$ cat config.mk
export PLATFORM = sky130hd
export DESIGN_NAME = cxa_unit
export DESIGN_NICKNAME = d
export VERILOG_FILES = /design/src/rtl/cxa_pkg.sv /design/src/rtl/cxa_unit.sv
export SDC_FILE = /design/constraint.sdc
export NUM_CORES = 1
export LEC_CHECK = 0
export BUFFER_PORTS_ARGS = -buffer_cell sky130_fd_sc_hd__buf_4
export CAP_MARGIN = 15
export CELL_PAD_IN_SITES_DETAIL_PLACEMENT = 1
export CELL_PAD_IN_SITES_GLOBAL_PLACEMENT = 1
export CORE_MARGIN = 2
export CORE_UTILIZATION = 33
export CTS_CLUSTER_SIZE = 30
export DETAILED_ROUTE_END_ITERATION = 7
export PLACE_DENSITY_LB_ADDON = 0.1
export SKIP_LAST_GASP = 1
export SYNTH_ARGS = -nofsm -noshare
export SYNTH_HDL_FRONTEND = slang
export SYNTH_SLANG_ARGS = --single-unit
$ cat constraint.sdc
create_clock -name clk_sys_in -period 41.7 [get_ports clk_sys_in]
set_input_delay 4.17 -clock clk_sys_in [delete_from_list [all_inputs] [get_ports clk_sys_in]]
set_output_delay 4.17 -clock clk_sys_in [all_outputs]
set_load 0.03 [all_outputs]
$ cat src/rtl/cxa_pkg.sv
// package: constants and types of the cpu exception acceptance block
package cxa_pkg;
  localparam int          AW            = 32;
  localparam int          CW            = 12;
  localparam logic [31:0] RESET_ADDR    = 32'ha000_0000;
  localparam logic [31:0] VBR_RESET     = 32'h0000_0000;
  localparam logic [31:0] UBRK_OFFSET   = 32'h0000_0100;
  localparam logic [31:0] GEN_OFFSET    = 32'h0000_0100;
  localparam logic [31:0] INT_OFFSET    = 32'h0000_0600;
  // exception codes written to the event registers
  localparam logic [11:0] CODE_POR      = 12'h000;
  localparam logic [11:0] CODE_MRST     = 12'h020;
  localparam logic [11:0] CODE_UBRK     = 12'h1e0;
  localparam logic [11:0] CODE_IRL_BASE = 12'h200;
  localparam logic [11:0] CODE_NMI      = 12'h1c0;
  // peripheral interrupt codes, source index 0..16
  localparam logic [11:0] CODE_DMA_TRANSFER_END_CH0    = 12'h640;
  localparam logic [11:0] CODE_DMA_TRANSFER_END_CH1    = 12'h660;
  localparam logic [11:0] CODE_DMA_TRANSFER_END_CH2    = 12'h680;
  localparam logic [11:0] CODE_DMA_TRANSFER_END_CH3    = 12'h6a0;
  localparam logic [11:0] CODE_DMA_ADDRESS_FAULT     = 12'h6c0;
  localparam logic [11:0] CODE_UERI     = 12'h700;
  localparam logic [11:0] CODE_URXI     = 12'h720;
  localparam logic [11:0] CODE_UBRI     = 12'h740;
  localparam logic [11:0] CODE_UTXI     = 12'h760;
  localparam logic [11:0] CODE_HSERR    = 12'ha00;
  localparam logic [11:0] CODE_HERR     = 12'hae0;
  localparam logic [11:0] CODE_HPDN     = 12'hac0;
  localparam logic [11:0] CODE_HPUP     = 12'haa0;
  localparam logic [11:0] CODE_HDMA0    = 12'ha80;
  localparam logic [11:0] CODE_HDMA1    = 12'ha60;
  localparam logic [11:0] CODE_HDMA2    = 12'ha40;
  localparam logic [11:0] CODE_HDMA3    = 12'ha20;
  localparam int          NPER          = 17;
  // status register field positions
  localparam int          SR_MD         = 30;
  localparam int          SR_RB         = 29;
  localparam int          SR_BL         = 28;
  localparam int          SR_FD         = 15;
  localparam int          SR_IMSK_LO    = 4;
  localparam logic [31:0] SR_RESET      = 32'h7000_00f0;
  // register addresses of the plain software port
  localparam logic [3:0]  A_SR          = 4'h0;
  localparam logic [3:0]  A_VBR         = 4'h1;
  localparam logic [3:0]  A_SPC         = 4'h2;
  localparam logic [3:0]  A_SSR         = 4'h3;
  localparam logic [3:0]  A_EXCEPTION_EVENT_REGISTER      = 4'h4;
  localparam logic [3:0]  A_INTERRUPT_EVENT_REGISTER      = 4'h5;
  localparam logic [3:0]  A_DBR         = 4'h6;
  localparam logic [3:0]  A_CTRL        = 4'h7;
  localparam logic [3:0]  A_PRIO_LO     = 4'h8;
  localparam logic [3:0]  A_PRIO_HI     = 4'h9;
  localparam logic [3:0]  A_PRIO_X      = 4'ha;
  localparam logic [3:0]  A_PC          = 4'hb;
  localparam int          CTRL_USER_BREAK_DEBUG_ENABLE     = 0;
  localparam int          CTRL_NMIBL    = 1;
  localparam logic [3:0]  PRIO_RESET    = 4'h4;
  typedef enum logic [1:0] {
    CXA_IDLE = 2'b00,
    CXA_TAKE = 2'b01
  } cxa_state_t;
endpackage : cxa_pkg

$ cat src/rtl/cxa_unit.sv
// cpu exception acceptance: ranking, vectoring, event codes, return
//
// Notes on behaviour
// RULE1: dma interrupts level 4, codes 640..6c0
// RULE2: fifo uart codes 700, 720, 740, 760
// RULE3: host bridge codes a00..a20 as listed
// RULE4: rank by level, then order; lower wins
// RULE5: reset goes a0000000, others vbr plus offset
// RULE6: resets/general code to exception_event_register, interrupts interrupt_event_register
// RULE7: external level read from four level pins
// RULE8: user break jumps dbr if user_break_debug_enable, else vbr+100
// RULE9: interrupt priority levels are software programmable
// RULE10: five decode exceptions share one priority
// RULE11: general exceptions accepted in program order
// RULE12: block bit clear accepts exceptions and interrupts
// RULE13: exception with block set forces manual reset; a user break under block is taken as a plain branch
// RULE14: ordinary interrupt waits while block bit set
// RULE15: nmi under block pends or accepts per setting
// RULE16: handler saves spc/ssr then clears block bit
// RULE17: return copies spc to pc, ssr to sr
// RULE18: software sets block before restoring and returning
// RULE19: reset entry clears vbr, sets md rb bl, mask
// RULE20: accepted non-reset exception saves pc and sr
//
// Our own choices: the strobed register port and the placing of the registers.
`timescale 1ns/1ps
module cxa_unit #(
  parameter int NLVL = 16 // interrupt levels, must be 16
) (
  input  wire logic        clk_sys_in,       // cpu clock
  input  wire logic        arst_n_in,        // power-on reset, low
  input  wire logic        mrst_req_in,      // manual reset request
  input  wire logic        gen_exc_in,       // general exception seen
  input  wire logic [11:0] gen_code_in,      // its exception code
  input  wire logic [31:0] gen_pc_in,        // pc of faulting instr
  input  wire logic        ubrk_in,          // user break request
  input  wire logic        nmi_in,           // nonmaskable interrupt
  input  wire logic [3:0]  ext_irq_level_pins_in, // external level
  input  wire logic [16:0] periph_irq_in,    // peripheral sources
  input  wire logic        rte_in,           // return executed
  input  wire logic [31:0] cur_pc_in,        // next pc of pipeline
  input  wire logic [3:0]  reg_addr_in,      // register address
  input  wire logic [31:0] reg_wdata_in,     // register write data
  input  wire logic        reg_wr_in,        // write strobe
  input  wire logic        reg_rd_in,        // read strobe
  output logic      [31:0] reg_rdata_out,    // read data, next cycle
  output logic             branch_out,       // one-cycle redirect
  output logic      [31:0] branch_pc_out,    // redirect target
  output logic             mrst_out,         // modules to manual reset
  output logic      [31:0] status_register_out // live sr
);
  // elaboration-time guard: the ranking logic serves 16 levels only
  if (NLVL != 16) begin : g_nlvl_check
    $error("cxa_unit: NLVL must be 16");
  end

  logic [31:0] status_register_r;        // sr
  logic [31:0] vector_base_register_r;   // vbr
  logic [31:0] saved_program_counter_r;  // spc
  logic [31:0] saved_status_register_r;  // ssr
  logic [11:0] exception_event_register_r; // exception_event_register
  logic [11:0] interrupt_event_register_r; // interrupt_event_register
  logic [31:0] debug_base_register_r;    // dbr
  logic [1:0]  ctrl_r;                   // user_break_debug_enable and nmi-under-block
  logic [67:0] prio_r;                   // 4-bit level per source
  logic [31:0] reg_rdata_r;              // read data
  logic        branch_r;                 // redirect pulse
  logic [31:0] branch_pc_r;              // redirect target
  logic        mrst_r;                   // manual reset pulse
  logic [31:0] pc_r;                     // last pc handed out
  cxa_pkg::cxa_state_t state_r;          // acceptance state
  cxa_pkg::cxa_state_t state_nxt;

  // per-source codes, index order fixes order within a level
  function automatic logic [11:0] per_code(input int i);
    case (i)
      0:       per_code = cxa_pkg::CODE_DMA_TRANSFER_END_CH0; // [RULE1]
      1:       per_code = cxa_pkg::CODE_DMA_TRANSFER_END_CH1;
      2:       per_code = cxa_pkg::CODE_DMA_TRANSFER_END_CH2;
      3:       per_code = cxa_pkg::CODE_DMA_TRANSFER_END_CH3;
      4:       per_code = cxa_pkg::CODE_DMA_ADDRESS_FAULT;
      5:       per_code = cxa_pkg::CODE_UERI;  // [RULE2]
      6:       per_code = cxa_pkg::CODE_URXI;
      7:       per_code = cxa_pkg::CODE_UBRI;
      8:       per_code = cxa_pkg::CODE_UTXI;
      9:       per_code = cxa_pkg::CODE_HSERR; // [RULE3]
      10:      per_code = cxa_pkg::CODE_HERR;
      11:      per_code = cxa_pkg::CODE_HPDN;
      12:      per_code = cxa_pkg::CODE_HPUP;
      13:      per_code = cxa_pkg::CODE_HDMA0;
      14:      per_code = cxa_pkg::CODE_HDMA1;
      15:      per_code = cxa_pkg::CODE_HDMA2;
      default: per_code = cxa_pkg::CODE_HDMA3;
    endcase
  endfunction : per_code

  // block bit and interrupt mask views
  logic       bl;
  logic [3:0] imask;
  assign bl    = status_register_r[cxa_pkg::SR_BL];
  assign imask = status_register_r[cxa_pkg::SR_IMSK_LO +: 4];

  // interrupt ranking: highest level wins, lower index on a tie
  logic [3:0]  int_lvl;   // winning level, 0 means none
  logic [11:0] int_code;  // winning code
  always_comb begin
    int_lvl  = 4'h0;
    int_code = 12'h000;
    // external level pins: level 15 is pin value 0 [RULE7]
    if (ext_irq_level_pins_in != 4'hf) begin
      int_lvl  = 4'hf - ext_irq_level_pins_in;
      int_code = 12'(cxa_pkg::CODE_IRL_BASE
                 + {3'h0, ext_irq_level_pins_in, 5'h00});
    end
    // programmable level per peripheral source [RULE9] [RULE4]
    for (int i = 0; i < cxa_pkg::NPER; i++) begin
      if (periph_irq_in[i] && prio_r[i*4 +: 4] > int_lvl) begin
        int_lvl  = prio_r[i*4 +: 4];
        int_code = per_code(i);
      end
    end
  end

  // acceptance conditions
  logic int_take;   // ordinary interrupt accepted
  logic nmi_take;   // nmi accepted
  logic exc_any;    // general exception or user break present
  assign int_take = (int_lvl > imask) && !bl; // [RULE12] [RULE14]
  assign nmi_take = nmi_in && (!bl || ctrl_r[cxa_pkg::CTRL_NMIBL]);
  assign exc_any  = gen_exc_in || ubrk_in;

  // sequencer: a pulse of take follows each reset, exception, accepted interrupt or return request seen in idle
  always_comb begin
    state_nxt = cxa_pkg::CXA_IDLE;
    case (state_r)
      cxa_pkg::CXA_IDLE: begin
        if (mrst_req_in || exc_any || nmi_take || int_take
            || rte_in) begin
          state_nxt = cxa_pkg::CXA_TAKE;
        end
      end
      cxa_pkg::CXA_TAKE: state_nxt = cxa_pkg::CXA_IDLE;
      default:           state_nxt = cxa_pkg::CXA_IDLE;
    endcase
  end

  // state register
  always_ff @(posedge clk_sys_in or negedge arst_n_in) begin
    if (!arst_n_in) begin
      state_r <= cxa_pkg::CXA_IDLE;
    end else begin
      state_r <= state_nxt;
    end
  end

  // main acceptance: one event per cycle, priority reset > general
  // exception > user break > nmi > interrupt; return lowest
  always_ff @(posedge clk_sys_in or negedge arst_n_in) begin
    if (!arst_n_in) begin
      // power-on entry [RULE19]
      status_register_r          <= cxa_pkg::SR_RESET;
      vector_base_register_r     <= cxa_pkg::VBR_RESET;
      saved_program_counter_r    <= 32'h0000_0000;
      saved_status_register_r    <= 32'h0000_0000;
      exception_event_register_r <= cxa_pkg::CODE_POR;
      interrupt_event_register_r <= 12'h000;
      branch_r                   <= 1'b0;
      branch_pc_r                <= cxa_pkg::RESET_ADDR;
      mrst_r                     <= 1'b0;
      pc_r                       <= cxa_pkg::RESET_ADDR;
    end else begin
      branch_r <= 1'b0;
      mrst_r   <= 1'b0;
      if (mrst_req_in || (gen_exc_in && bl)) begin
        // manual reset, or any non-break exception under block
        status_register_r          <= cxa_pkg::SR_RESET; // [RULE19]
        vector_base_register_r     <= cxa_pkg::VBR_RESET;
        exception_event_register_r <= cxa_pkg::CODE_MRST; // [RULE6]
        mrst_r                     <= 1'b1;               // [RULE13]
        branch_r                   <= 1'b1;
        branch_pc_r                <= cxa_pkg::RESET_ADDR; // [RULE5]
        pc_r                       <= cxa_pkg::RESET_ADDR;
      end else if (gen_exc_in) begin
        // pipeline reports oldest instruction first [RULE11]
        // decode-class codes come singly [RULE10]
        saved_program_counter_r    <= gen_pc_in;         // [RULE20]
        saved_status_register_r    <= status_register_r;
        exception_event_register_r <= gen_code_in;       // [RULE6]
        status_register_r[cxa_pkg::SR_BL] <= 1'b1;
        status_register_r[cxa_pkg::SR_MD] <= 1'b1;
        status_register_r[cxa_pkg::SR_RB] <= 1'b1;
        branch_r                   <= 1'b1;
        branch_pc_r                <= vector_base_register_r
                                      + cxa_pkg::GEN_OFFSET; // [RULE5]
        pc_r                       <= vector_base_register_r
                                      + cxa_pkg::GEN_OFFSET;
      end else if (ubrk_in) begin
        saved_program_counter_r    <= cur_pc_in;         // [RULE20]
        saved_status_register_r    <= status_register_r;
        exception_event_register_r <= cxa_pkg::CODE_UBRK;
        status_register_r[cxa_pkg::SR_BL] <= 1'b1;
        status_register_r[cxa_pkg::SR_MD] <= 1'b1;
        status_register_r[cxa_pkg::SR_RB] <= 1'b1;
        branch_r                   <= 1'b1;
        if (ctrl_r[cxa_pkg::CTRL_USER_BREAK_DEBUG_ENABLE]) begin
          branch_pc_r <= debug_base_register_r;           // [RULE8]
          pc_r        <= debug_base_register_r;
        end else begin
          branch_pc_r <= vector_base_register_r + cxa_pkg::UBRK_OFFSET;
          pc_r        <= vector_base_register_r + cxa_pkg::UBRK_OFFSET;
        end
      end else if (nmi_take || int_take) begin
        // interrupt entry [RULE15] [RULE12]
        saved_program_counter_r    <= cur_pc_in;         // [RULE20]
        saved_status_register_r    <= status_register_r;
        interrupt_event_register_r <= nmi_take ? cxa_pkg::CODE_NMI
                                               : int_code; // [RULE6]
        status_register_r[cxa_pkg::SR_BL] <= 1'b1;
        status_register_r[cxa_pkg::SR_MD] <= 1'b1;
        status_register_r[cxa_pkg::SR_RB] <= 1'b1;
        branch_r                   <= 1'b1;
        branch_pc_r                <= vector_base_register_r
                                      + cxa_pkg::INT_OFFSET; // [RULE5]
        pc_r                       <= vector_base_register_r
                                      + cxa_pkg::INT_OFFSET;
      end else if (rte_in) begin
        // return: restore sr and branch to spc [RULE17]
        status_register_r <= saved_status_register_r;
        branch_r          <= 1'b1;
        branch_pc_r       <= saved_program_counter_r;
        pc_r              <= saved_program_counter_r;
      end else if (reg_wr_in) begin
        // software writes; block bit set here before return [RULE18]
        case (reg_addr_in)
          cxa_pkg::A_SR:     status_register_r       <= reg_wdata_in;
          cxa_pkg::A_VBR:    vector_base_register_r  <= reg_wdata_in;
          cxa_pkg::A_SPC:    saved_program_counter_r <= reg_wdata_in;
          cxa_pkg::A_SSR:    saved_status_register_r <= reg_wdata_in;
          default: ;
        endcase
      end
    end
  end

  // software-only settings: dbr, control bits, interrupt levels
  always_ff @(posedge clk_sys_in or negedge arst_n_in) begin
    if (!arst_n_in) begin
      debug_base_register_r <= 32'h0000_0000;
      ctrl_r                <= 2'b00;
      prio_r                <= {cxa_pkg::NPER{cxa_pkg::PRIO_RESET}};
    end else if (reg_wr_in) begin
      case (reg_addr_in)
        cxa_pkg::A_DBR:     debug_base_register_r <= reg_wdata_in;
        cxa_pkg::A_CTRL:    ctrl_r                <= reg_wdata_in[1:0];
        cxa_pkg::A_PRIO_LO: prio_r[31:0]          <= reg_wdata_in;
        cxa_pkg::A_PRIO_HI: prio_r[63:32]         <= reg_wdata_in;
        cxa_pkg::A_PRIO_X:  prio_r[67:64]         <= reg_wdata_in[3:0];
        default: ;
      endcase
    end
  end

  // read port: data one cycle after the strobe, zero otherwise
  always_ff @(posedge clk_sys_in or negedge arst_n_in) begin
    if (!arst_n_in) begin
      reg_rdata_r <= 32'h0000_0000;
    end else if (reg_rd_in) begin
      case (reg_addr_in)
        cxa_pkg::A_SR:      reg_rdata_r <= status_register_r;
        cxa_pkg::A_VBR:     reg_rdata_r <= vector_base_register_r;
        cxa_pkg::A_SPC:     reg_rdata_r <= saved_program_counter_r;
        cxa_pkg::A_SSR:     reg_rdata_r <= saved_status_register_r;
        cxa_pkg::A_EXCEPTION_EVENT_REGISTER:  reg_rdata_r <= {20'h0,
                                            exception_event_register_r};
        cxa_pkg::A_INTERRUPT_EVENT_REGISTER:  reg_rdata_r <= {20'h0,
                                            interrupt_event_register_r};
        cxa_pkg::A_DBR:     reg_rdata_r <= debug_base_register_r;
        cxa_pkg::A_CTRL:    reg_rdata_r <= {30'h0, ctrl_r};
        cxa_pkg::A_PRIO_LO: reg_rdata_r <= prio_r[31:0];
        cxa_pkg::A_PRIO_HI: reg_rdata_r <= prio_r[63:32];
        cxa_pkg::A_PRIO_X:  reg_rdata_r <= {28'h0, prio_r[67:64]};
        cxa_pkg::A_PC:      reg_rdata_r <= pc_r;
        default:            reg_rdata_r <= 32'h0000_0000;
      endcase
    end else begin
      reg_rdata_r <= 32'h0000_0000;
    end
  end

  assign reg_rdata_out       = reg_rdata_r;
  assign branch_out          = branch_r;
  assign branch_pc_out       = branch_pc_r;
  assign mrst_out            = mrst_r;
  assign status_register_out = status_register_r;
endmodule : cxa_unit

==> results of run 1 <==
worst min-delay path by stage:
stage	startpoint	endpoint	slack, ps	cells past startpoint
3_3_place_gp	debug_base_register_r[1]	debug_base_register_r[1]	490	1
3_5_place_dp	debug_base_register_r[1]	debug_base_register_r[1]	500	1
6_report	debug_base_register_r[1]	debug_base_register_r[1]	510	1
2_1_floorplan	interrupt_event_register_r[11]	interrupt_event_register_r[11]	460	2
5_1_grt	prio_r[64]	prio_r[64]	540	1
4_1_cts	debug_base_register_r[1]	debug_base_register_r[1]	510	1
synth_stat cells (all sizes together), types with 12 or more instances:
library cell / count
o22ai: 12
mux2: 118
inv: 90
dfstp: 26
nand3: 38
a21oi: 154
a211oi: 13
xnor2: 29
clkbuf: 139
ha: 48
a221oi: 22
a31oi: 45
or3: 14
nor2: 102
o221ai: 15
and2: 12
a41oi: 21
mux2i: 71
o21ai: 202
xor2: 29
buf: 24
o31ai: 35
o21a: 15
a22oi: 95
dfrtp: 289
nand2: 262
nor3: 47
a22o: 64
state kept, by name, summed over array words and instances (netlist names):
name	count
prio_r	68
debug_base_register_r	32
pc_r	32
reg_rdata_out	32
saved_program_counter_r	32
saved_status_register_r	32
status_register_out	32
vector_base_register_r	32
exception_event_register_r	12
interrupt_event_register_r	7
ctrl_r	2
branch_out	1
mrst_out	1
worst register-to-register path: cells and delay by family, from the launching register on:
family	cells	cell delay, ps
AOI/OAI and AO/OA	48	12230
and+or+nand+nor	40	6930
adders and majority gates	21	6180
buffers and inverters	11	1130
muxes	11	3600
DFF	1	470
logic make-up (layout without fill, tap and decap cells):
logic type	count (synthesis)	count (layout)	synth area share, %
AO/OA/AOI/OAI	786	786	26.9
XOR/XNOR	58	58	2.56
adder cells (fa/ha/maj)	55	55	3.39
buffers and inverters	255	431	4.92
flip-flops	315	315	39.8
multiplexers	189	189	10.3
AND/OR/NAND/NOR	538	538	12.1
routing by layer:
metal / wire length (µm) / up-vias
met2: 39400 / 688
met4: 2860 / 0
met3: 7330 / 119
li1: - / 8441
met1: 39800 / 9668
met5: 0 / -
cell type report:
class                           instances  area (µm²)  area share, %
Clock buffer                           55        1110           4.69
Clock inverter                         11         119          0.504
Inverter                               92         345           1.46
Multi-Input combinational cell       1626       11100           47.0
Sequential cell                       315        7920           33.5
Tap cell                              773         967           4.10
Timing Repair Buffer                  273        2060           8.73
power by group through the flow:
| stage | combinational, W | sequential, W | clock, W |
|---|---|---|---|
| floorplan | 0.00111 | 0.000401 | 0 |
| global placement | 0.00146 | 0.000442 | 0 |
| detailed placement | 0.00150 | 0.000443 | 0 |
| CTS | 0.00151 | 0.000438 | 0.000337 |
| global route | 0.00169 | 0.000447 | 0.000348 |
| finish | 0.00151 | 0.000443 | 0.000333 |
through the flow:
step | hold slack, ps | setup slack [ps] | cell area (µm²)
floorplan | 456 | 12180 | 19900
global route | 542 | 5460 | 23600
finish | 507 | 7850 | 23600
CTS | 509 | 7890 | 23600
global placement | 488 | 8500 | 22400
detailed placement | 495 | 7460 | 22400
==> results.sh, run 1 <==
export IMPL_post_layout_nonfiller_instances=3145
export IMPL_cap_viol_max_count=0
export IMPL_count_of_buffers_from_port_buffering=239
export IMPL_antenna_violating_nets_post_route=0
export IMPL_worst_setup_path_start_kind="primary input"
export IMPL_post_synth_main_area_contributors="sky130_fd_sc_hd__dfrtp_1 36%, sky130_fd_sc_hd__mux2_2 6.6%, sky130_fd_sc_hd__nand2_1 4.9%"
export IMPL_initial_utilization_pct=33.6
export IMPL_finalNetCount=2535
export IMPL_power_density_nw_per_um2=96.7
export IMPL_placement_rows=89
export IMPL_detail_route_wirelength_mm=89.4
export IMPL_r2r_worst_path_cells=131
export IMPL_worst_setup_path_startpoint="ext_irq_level_pins_in[1]"
export IMPL_comb_power_share_pct=66.0
export IMPL_fp_dieW_um=249
export IMPL_leakage_nw=10.3
export IMPL_cts_tree="done"
export IMPL_grt_antenna_before_repair=1
export IMPL_globalRouteOverflowTotal=0
export IMPL_timing_hold_violations_final=0
export IMPL_critical_path_slowest_cell="sky130_fd_sc_hd__nor2_1"
export IMPL_cpLargestDelayFamily="compound AO/OA/AOI/OAI gates"
export IMPL_design_power_total_w=0.00228
export IMPL_category_of_the_worst_setup_path_capture_point="flop"
export IMPL_synthCells=2196
export IMPL_min_path_type="flop to flop"
export IMPL_timing_rr_start="prio_r[1]"
export IMPL_synth_edf_count=0
export IMPL_yosys_register_bits=315
export IMPL_synthToLayoutAreaGrowth_pct=18.7
export IMPL_reg2reg_to="pc_r[9]"
export IMPL_cts_buffer_depth=3
export IMPL_pwr_share_clk_pct=14.6
export IMPL_cts_sinks=315
export IMPL_power_net_switching_w=0.00113
export IMPL_grt_pass1_wl_mm=132
export IMPL_clk_latency_ps=540
export IMPL_critical_path_max_fanout=22
export IMPL_core_area_um2=59200
export IMPL_switching_share_pct=49.4
export IMPL_skew_ps=13.2
export IMPL_internal_power_w=0.00116
export IMPL_fin_setup_tns_ps=0
export IMPL_timing_fmax_mhz=29.5
export IMPL_synth_fp_nets=2386
export IMPL_grt_util_met2_pct=43.2
export IMPL_die_area_um2=62200
export IMPL_cp_required_ps=42180
export IMPL_route_detailed_wl_per_inst_um=28.4
export IMPL_drt_iter0_drc=1616
export IMPL_cp_depth=132
export IMPL_max_transition_viols_final=0
export IMPL_clk_root_buffer_cell="sky130_fd_sc_hd__clkbuf_16"
export IMPL_routed_via_density=6.01
export IMPL_busiest_layer="met2"
export IMPL_sequentialPowerShare_pct=19.4
export IMPL_period_share_pct=81.2
export IMPL_asyncSetResetFlopFracSynth_pct=100
export IMPL_synth_ff_type="sky130_fd_sc_hd__dfrtp_1"
export IMPL_postCtsHoldBufs=0
export IMPL_max_vdd_ir_drop_v=0.0000752
export IMPL_track_usage_pct=28.1
export IMPL_layout_commonest_cell="sky130_fd_sc_hd__dfrtp_1"
export IMPL_slowest_delay_ps=950
export IMPL_n_diodes=0
export IMPL_ys_seq_area_share_pct=39.8
export IMPL_data_arrival_time_of_the_critical_path_ps=34330
export IMPL_grt_setup_unrepaired="no"
export IMPL_path_common_cell="sky130_fd_sc_hd__ha_1"
export IMPL_timing_setup_critical_path_class="primary input to flop"
export IMPL_tightest_slew_ps=1260
export IMPL_fin_crit_ps=33850
export IMPL_mostFrequentLayoutCells="289 x sky130_fd_sc_hd__dfrtp_1, 271 x sky130_fd_sc_hd__buf_4, 261 x sky130_fd_sc_hd__nand2_1, 192 x sky130_fd_sc_hd__o21ai_0, 148 x sky130_fd_sc_hd__a21oi_1"
export IMPL_final_layout_size_suffix_gt1_share_pct=22.6
export IMPL_run_status="finished clean"
export IMPL_cts_repair_resized=0
export IMPL_grt_met1_usage_pct=38.8
export IMPL_detail_route_drc_violations=0
export IMPL_number_of_global_route_vias_before_repair=19500
export IMPL_grt_max_degree=117
export IMPL_setup_viol=0
export IMPL_clock_tree_htree_level_count=2
export IMPL_dp_cells=3077
export IMPL_clkSlewWorstSetupHoldPaths_ps=60
export IMPL_finalWeightedCongestion=0.897
export IMPL_layout_core_utilization_pct=39.8
export IMPL_worst_r2r_setup_slack_ps=11090
export IMPL_fill_cells=6823
export IMPL_grt_util_met3_pct=6.83
export IMPL_floorplan_die_height_um=249
export IMPL_cp_endpoint="pc_r[9]"
export IMPL_synth_distinct_cells=95
export IMPL_timing_slew_headroom_pct=15.6
export IMPL_netlist_top_cell_by_area="sky130_fd_sc_hd__dfrtp_1"
export IMPL_synth_area_per_cell_um2=9.05
export IMPL_post_cts_setup_buffer_count=0
export IMPL_design_portCount=240
export IMPL_post_synth_top_area_fraction_pct=36.4
export IMPL_dr_total_vias=18900
export IMPL_hpwlAfterDp_mm=66.6
export IMPL_drt_pass1_iterations=5
export IMPL_tritoncts_buffers=37
export IMPL_ys_warnings_count=0
export IMPL_critical_path_n_buffers_inverters=12
export IMPL_syn_cell_area_um2=19900
Note: power is estimated with default switching activity, not from simulation.
==> run 2, diff against run 1 <==
Clock period 41.7 ns to 29.3 ns, I/O delays scaled along.
==> results.sh, run 2 (synthesis results as in run 1) <==
export IMPL_clk_root_buffer_cell="sky130_fd_sc_hd__clkbuf_16"
export IMPL_clock_tree_htree_level_count=2
export IMPL_track_usage_pct=28.2
export IMPL_worst_setup_path_start_kind="primary input"
export IMPL_routed_via_density=6.03
export IMPL_tritoncts_buffers=36
export IMPL_detail_route_wirelength_mm=91.5
export IMPL_power_density_nw_per_um2=146
export IMPL_detail_route_drc_violations=0
export IMPL_fill_cells=6749
export IMPL_n_diodes=0
export IMPL_final_layout_size_suffix_gt1_share_pct=26.4
export IMPL_initial_utilization_pct=33.6
export IMPL_timing_slew_headroom_pct=27.2
export IMPL_drt_iter0_drc=1587
export IMPL_tightest_slew_ps=1080
export IMPL_fin_crit_ps=27790
export IMPL_cap_viol_max_count=0
export IMPL_cp_required_ps=29770
export IMPL_category_of_the_worst_setup_path_capture_point="flop"
export IMPL_fp_dieW_um=249
export IMPL_die_area_um2=62200
export IMPL_worst_setup_path_startpoint="ext_irq_level_pins_in[1]"
export IMPL_cts_buffer_depth=3
export IMPL_cts_sinks=315
export IMPL_clkSlewWorstSetupHoldPaths_ps=60
export IMPL_mostFrequentLayoutCells="318 x sky130_fd_sc_hd__buf_4, 289 x sky130_fd_sc_hd__dfrtp_1, 260 x sky130_fd_sc_hd__nand2_1, 187 x sky130_fd_sc_hd__o21ai_0, 142 x sky130_fd_sc_hd__a21oi_1"
export IMPL_path_common_cell="sky130_fd_sc_hd__ha_1"
export IMPL_timing_hold_worst_start="prio_r[64]"
export IMPL_cts_tree="done"
export IMPL_timing_setup_critical_path_class="primary input to flop"
export IMPL_skew_ps=29.1
export IMPL_synthToLayoutAreaGrowth_pct=23.5
export IMPL_hpwlAfterDp_mm=66.9
export IMPL_globalRouteOverflowTotal=0
export IMPL_timing_fmax_mhz=36.0
export IMPL_floorplan_die_height_um=249
export IMPL_largest_register_ffs=68
export IMPL_layout_commonest_cell="sky130_fd_sc_hd__buf_4"
export IMPL_grt_pass1_wl_mm=133
export IMPL_finalWeightedCongestion=0.929
export IMPL_count_of_buffers_from_port_buffering=239
export IMPL_dr_total_vias=19400
export IMPL_number_of_global_route_vias_before_repair=19400
export IMPL_timing_hold_violations_final=0
export IMPL_slowest_delay_ps=590
export IMPL_fin_setup_tns_ps=0
export IMPL_critical_path_max_fanout=34
export IMPL_critical_path_slowest_cell="sky130_fd_sc_hd__o32ai_1"
export IMPL_leakage_nw=10.7
export IMPL_route_detailed_wl_per_inst_um=28.5
export IMPL_antenna_violating_nets_post_route=0
export IMPL_max_transition_viols_final=0
export IMPL_max_vdd_ir_drop_v=0.000109
export IMPL_timing_rr_start="prio_r[2]"
export IMPL_drt_pass1_iterations=7
export IMPL_setup_viol=0
export IMPL_min_path_type="flop to flop"
export IMPL_data_arrival_time_of_the_critical_path_ps=28260
export IMPL_core_area_um2=59200
export IMPL_design_portCount=240
export IMPL_registers_top_by_ff_count="prio_r"
export IMPL_dp_cells=3102
export IMPL_clk_latency_ps=570
export IMPL_period_share_pct=94.8
export IMPL_hold_slack_ps=505
export IMPL_finalNetCount=2598
export IMPL_grt_antenna_before_repair=1
export IMPL_run_status="finished clean"
export IMPL_placement_rows=89
export IMPL_post_layout_nonfiller_instances=3209
export IMPL_grt_max_degree=101
## run 2: metal layers
| metal | global-route usage (%) | up-vias | share of wire, % |
|---|---|---|---|
| li1 | - | 8561 | - |
| met1 | 40.7 | 9986 | 45 |
| met2 | 43.9 | 703 | 46 |
| met3 | 4.61 | 108 | 6.8 |
| met4 | 6.83 | 0 | 2.4 |
| met5 | 0 | - | 0 |
## run 2: area by class of cell
| type | instances | area, µm² | share of cell area, % |
|---|---|---|---|
| clock buffers | 54 | 1080 | 4.40 |
| clock inverters | 12 | 168 | 0.683 |
| inverters | 92 | 349 | 1.42 |
| multi-input cells | 1628 | 11400 | 46.5 |
| flip-flops and latches | 315 | 7920 | 32.2 |
| well taps | 773 | 967 | 3.94 |
| repair buffers | 335 | 2670 | 10.9 |
## run 2: critical path: cells and delay by family
kind,cells,cell delay (ps)
muxes,13,3920
adders and majority gates,23,5820
AOI/OAI and AO/OA,47,8780
buffers and inverters,14,1520
and+or+nand+nor,34,5230
## run 2: through the flow
step / total power, W / utilization [%] / cell area (µm²) / setup slack (ps)
after floorplan: 0.00216 / - / 19900 / 1020
after global placement: 0.00278 / 38.1 / 22600 / -294
after detailed placement: 0.00281 / 38.1 / 22600 / -1080
after CTS: 0.00333 / 40.3 / 23900 / 2.23
after global routing: 0.00388 / 41.5 / 24600 / -86.4
final: 0.00358 / 41.5 / 24600 / 1510
## run 2: what timing repair did
action / 4_1_cts / 5_1_grt
pin swaps: 1 / 18
resized for setup: 10 / 71
setup buffers: 3 / 29
setup endpoints to repair: 165 / 168
hold buffers: 0 / 0
gates cloned: 1 / 6
## run 2: report_power, final
group | total, W | leakage, nW | internal (W) | switching, W
Clock | 0.000485 | 0.619 | 0.000291 | 0.000194
Sequential | 0.000629 | 4.04 | 0.000506 | 0.000123
Combinational | 0.00247 | 6.07 | 0.00106 | 0.00141
## run 2: worst paths after layout
check                                             to  slack (ps)  depth (start not counted)
setup / recovery             status_register_out[19]        1510                        131
hold / removal                            prio_r[64]         500                          1
setup reg to reg             status_register_out[19]        3500                        130
hold reg to reg                           prio_r[64]         500                          1
max in group asynchronous                 prio_r[37]       25260                          2
min in group asynchronous  debug_base_register_r[20]        2380                          1
==> run 3, diff against run 2 <==
Settings changed: PLACE_DENSITY_LB_ADDON 0.1 to 0.3.
==> results.sh, run 3 (synthesis results as in run 1) <==
export IMPL_floorplan_die_height_um=249
export IMPL_timing_setup_critical_path_class="primary input to flop"
export IMPL_largest_register_ffs=68
export IMPL_postCtsHoldBufs=0
export IMPL_mostFrequentLayoutCells="310 x sky130_fd_sc_hd__buf_4, 289 x sky130_fd_sc_hd__dfrtp_1, 261 x sky130_fd_sc_hd__nand2_1, 187 x sky130_fd_sc_hd__o21ai_0, 142 x sky130_fd_sc_hd__a21oi_1"
export IMPL_skew_ps=15.0
export IMPL_grt_max_degree=95
export IMPL_fill_cells=6785
export IMPL_n_diodes=0
export IMPL_layout_commonest_cell="sky130_fd_sc_hd__buf_4"
export IMPL_internal_power_w=0.00183
export IMPL_tightest_slew_ps=1240
export IMPL_max_transition_viols_final=0
export IMPL_design_portCount=240
export IMPL_power_net_switching_w=0.00178
export IMPL_finalWeightedCongestion=0.910
export IMPL_detail_route_drc_violations=0
export IMPL_path_common_cell="sky130_fd_sc_hd__ha_1"
export IMPL_drt_pass1_iterations=7
export IMPL_clk_root_buffer_cell="sky130_fd_sc_hd__clkbuf_16"
export IMPL_globalRouteOverflowTotal=0
export IMPL_worst_setup_path_start_kind="primary input"
export IMPL_die_area_um2=62200
export IMPL_finalNetCount=2584
export IMPL_grt_antenna_before_repair=2
export IMPL_track_usage_pct=27.2
export IMPL_final_layout_size_suffix_gt1_share_pct=25.9
export IMPL_leakage_nw=10.6
export IMPL_cts_buffer_depth=3
export IMPL_sequentialPowerShare_pct=17.4
export IMPL_area_occupied_by_multi_input_gates_um2=11400
export IMPL_switching_share_pct=49.3
export IMPL_routed_via_density=6.14
export IMPL_power_density_nw_per_um2=149
export IMPL_period_share_pct=96.4
export IMPL_data_arrival_time_of_the_critical_path_ps=28750
export IMPL_grt_pass1_wl_mm=130
export IMPL_timing_fmax_mhz=35.4
export IMPL_cap_viol_max_count=0
export IMPL_max_vdd_ir_drop_v=0.000139
export IMPL_fin_setup_tns_ps=0
export IMPL_cp_required_ps=29820
export IMPL_ff_latch_area_um2=7920
export IMPL_fp_dieW_um=249
export IMPL_pwr_share_clk_pct=11.6
export IMPL_clock_tree_htree_level_count=1
export IMPL_category_of_the_worst_setup_path_capture_point="flop"
export IMPL_min_path_type="flop to flop"
export IMPL_route_detailed_wl_per_inst_um=27.8
export IMPL_comb_power_share_pct=71.0
export IMPL_clk_latency_ps=590
export IMPL_post_layout_nonfiller_instances=3191
export IMPL_timing_slew_headroom_pct=17.0
export IMPL_registers_top_by_ff_count="prio_r"
export IMPL_critical_path_max_fanout=20
export IMPL_tritoncts_buffers=31
export IMPL_detail_route_wirelength_mm=88.7
export IMPL_core_area_um2=59200
export IMPL_count_of_buffers_from_port_buffering=239
export IMPL_number_of_global_route_vias_before_repair=19600
export IMPL_hpwlAfterDp_mm=64.8
export IMPL_drt_iter0_drc=1877
export IMPL_fin_crit_ps=28230
export IMPL_layout_core_utilization_pct=41.1
export IMPL_dp_cells=3098
export IMPL_antenna_violating_nets_post_route=0
export IMPL_clkSlewWorstSetupHoldPaths_ps=70
export IMPL_post_dp_cell_area_um2=22500
export IMPL_critical_path_slowest_cell="sky130_fd_sc_hd__o311ai_2"
export IMPL_setup_viol=0
export IMPL_dr_total_vias=19600
export IMPL_cts_tree="done"
export IMPL_cts_sinks=315
export IMPL_placement_rows=89
export IMPL_final_area_um2=24300
export IMPL_hold_slack_ps=509
export IMPL_initial_utilization_pct=33.6
export IMPL_run_status="finished clean"
export IMPL_slowest_delay_ps=400
export IMPL_timing_hold_violations_final=0
export IMPL_synthToLayoutAreaGrowth_pct=22.3
## run 3: worst paths after layout
path	depth (start not counted)	end	startpoint	slack (ps)
worst min-delay path	1	debug_base_register_r[1]	debug_base_register_r[1]	510
worst min register to register	1	debug_base_register_r[1]	debug_base_register_r[1]	510
max in group asynchronous	2	debug_base_register_r[0]	arst_n_in	25330
worst max register to register	134	pc_r[22]	prio_r[1]	3040
min in group asynchronous	1	saved_program_counter_r[18]	arst_n_in	2370
worst max-delay path	135	pc_r[22]	ext_irq_level_pins_in[1]	1070
## run 3: cell type report
cell class | instances | area share, %
Tap cell | 773 | 3.98
Multi-Input combinational cell | 1627 | 47.0
Clock inverter | 12 | 0.694
Sequential cell | 315 | 32.5
Timing Repair Buffer | 327 | 10.8
Inverter | 92 | 1.44
Clock buffer | 45 | 3.57
## run 3: power by group through the flow
| stage | Clock (W) | Combinational (W) | Sequential [W] |
|---|---|---|---|
| floorplan | 0 | 0.00159 | 0.000570 |
| global placement | 0 | 0.00208 | 0.000623 |
| detailed placement | 0 | 0.00216 | 0.000625 |
| CTS | 0.000423 | 0.00222 | 0.000619 |
| global route | 0.000439 | 0.00280 | 0.000631 |
| finish | 0.000421 | 0.00257 | 0.000627 |
## run 3: metrics by stage
stage               power [W]  setup WS (ps)
floorplan             0.00216           1020
global placement      0.00270          -45.8
detailed placement    0.00279          -1420
CTS                   0.00326           55.2
global route          0.00387           -125
finish                0.00361           1070
## run 3: layer usage
metal,part of all wire [%],vias to the layer above,track usage [%]
li1,-,8513,-
met1,43,10100,39.0
met2,46,844,43.7
met3,7.6,122,3.33
met4,2.5,0,6.66
met5,0,-,0
## run 3: critical path: cells and delay by family
family | cells | cell delay [ps]
AOI/OAI and AO/OA | 47 | 9040
and+or+nand+nor | 36 | 5070
buffers and inverters | 16 | 1640
muxes | 13 | 3930
adders and majority gates | 23 | 6120
## run 3: timing repair
item                       CTS  global route
gates cloned                 1             2
resized for setup           19            67
setup endpoints to repair  168           168
pin swaps                    6            24
setup buffers               10            23
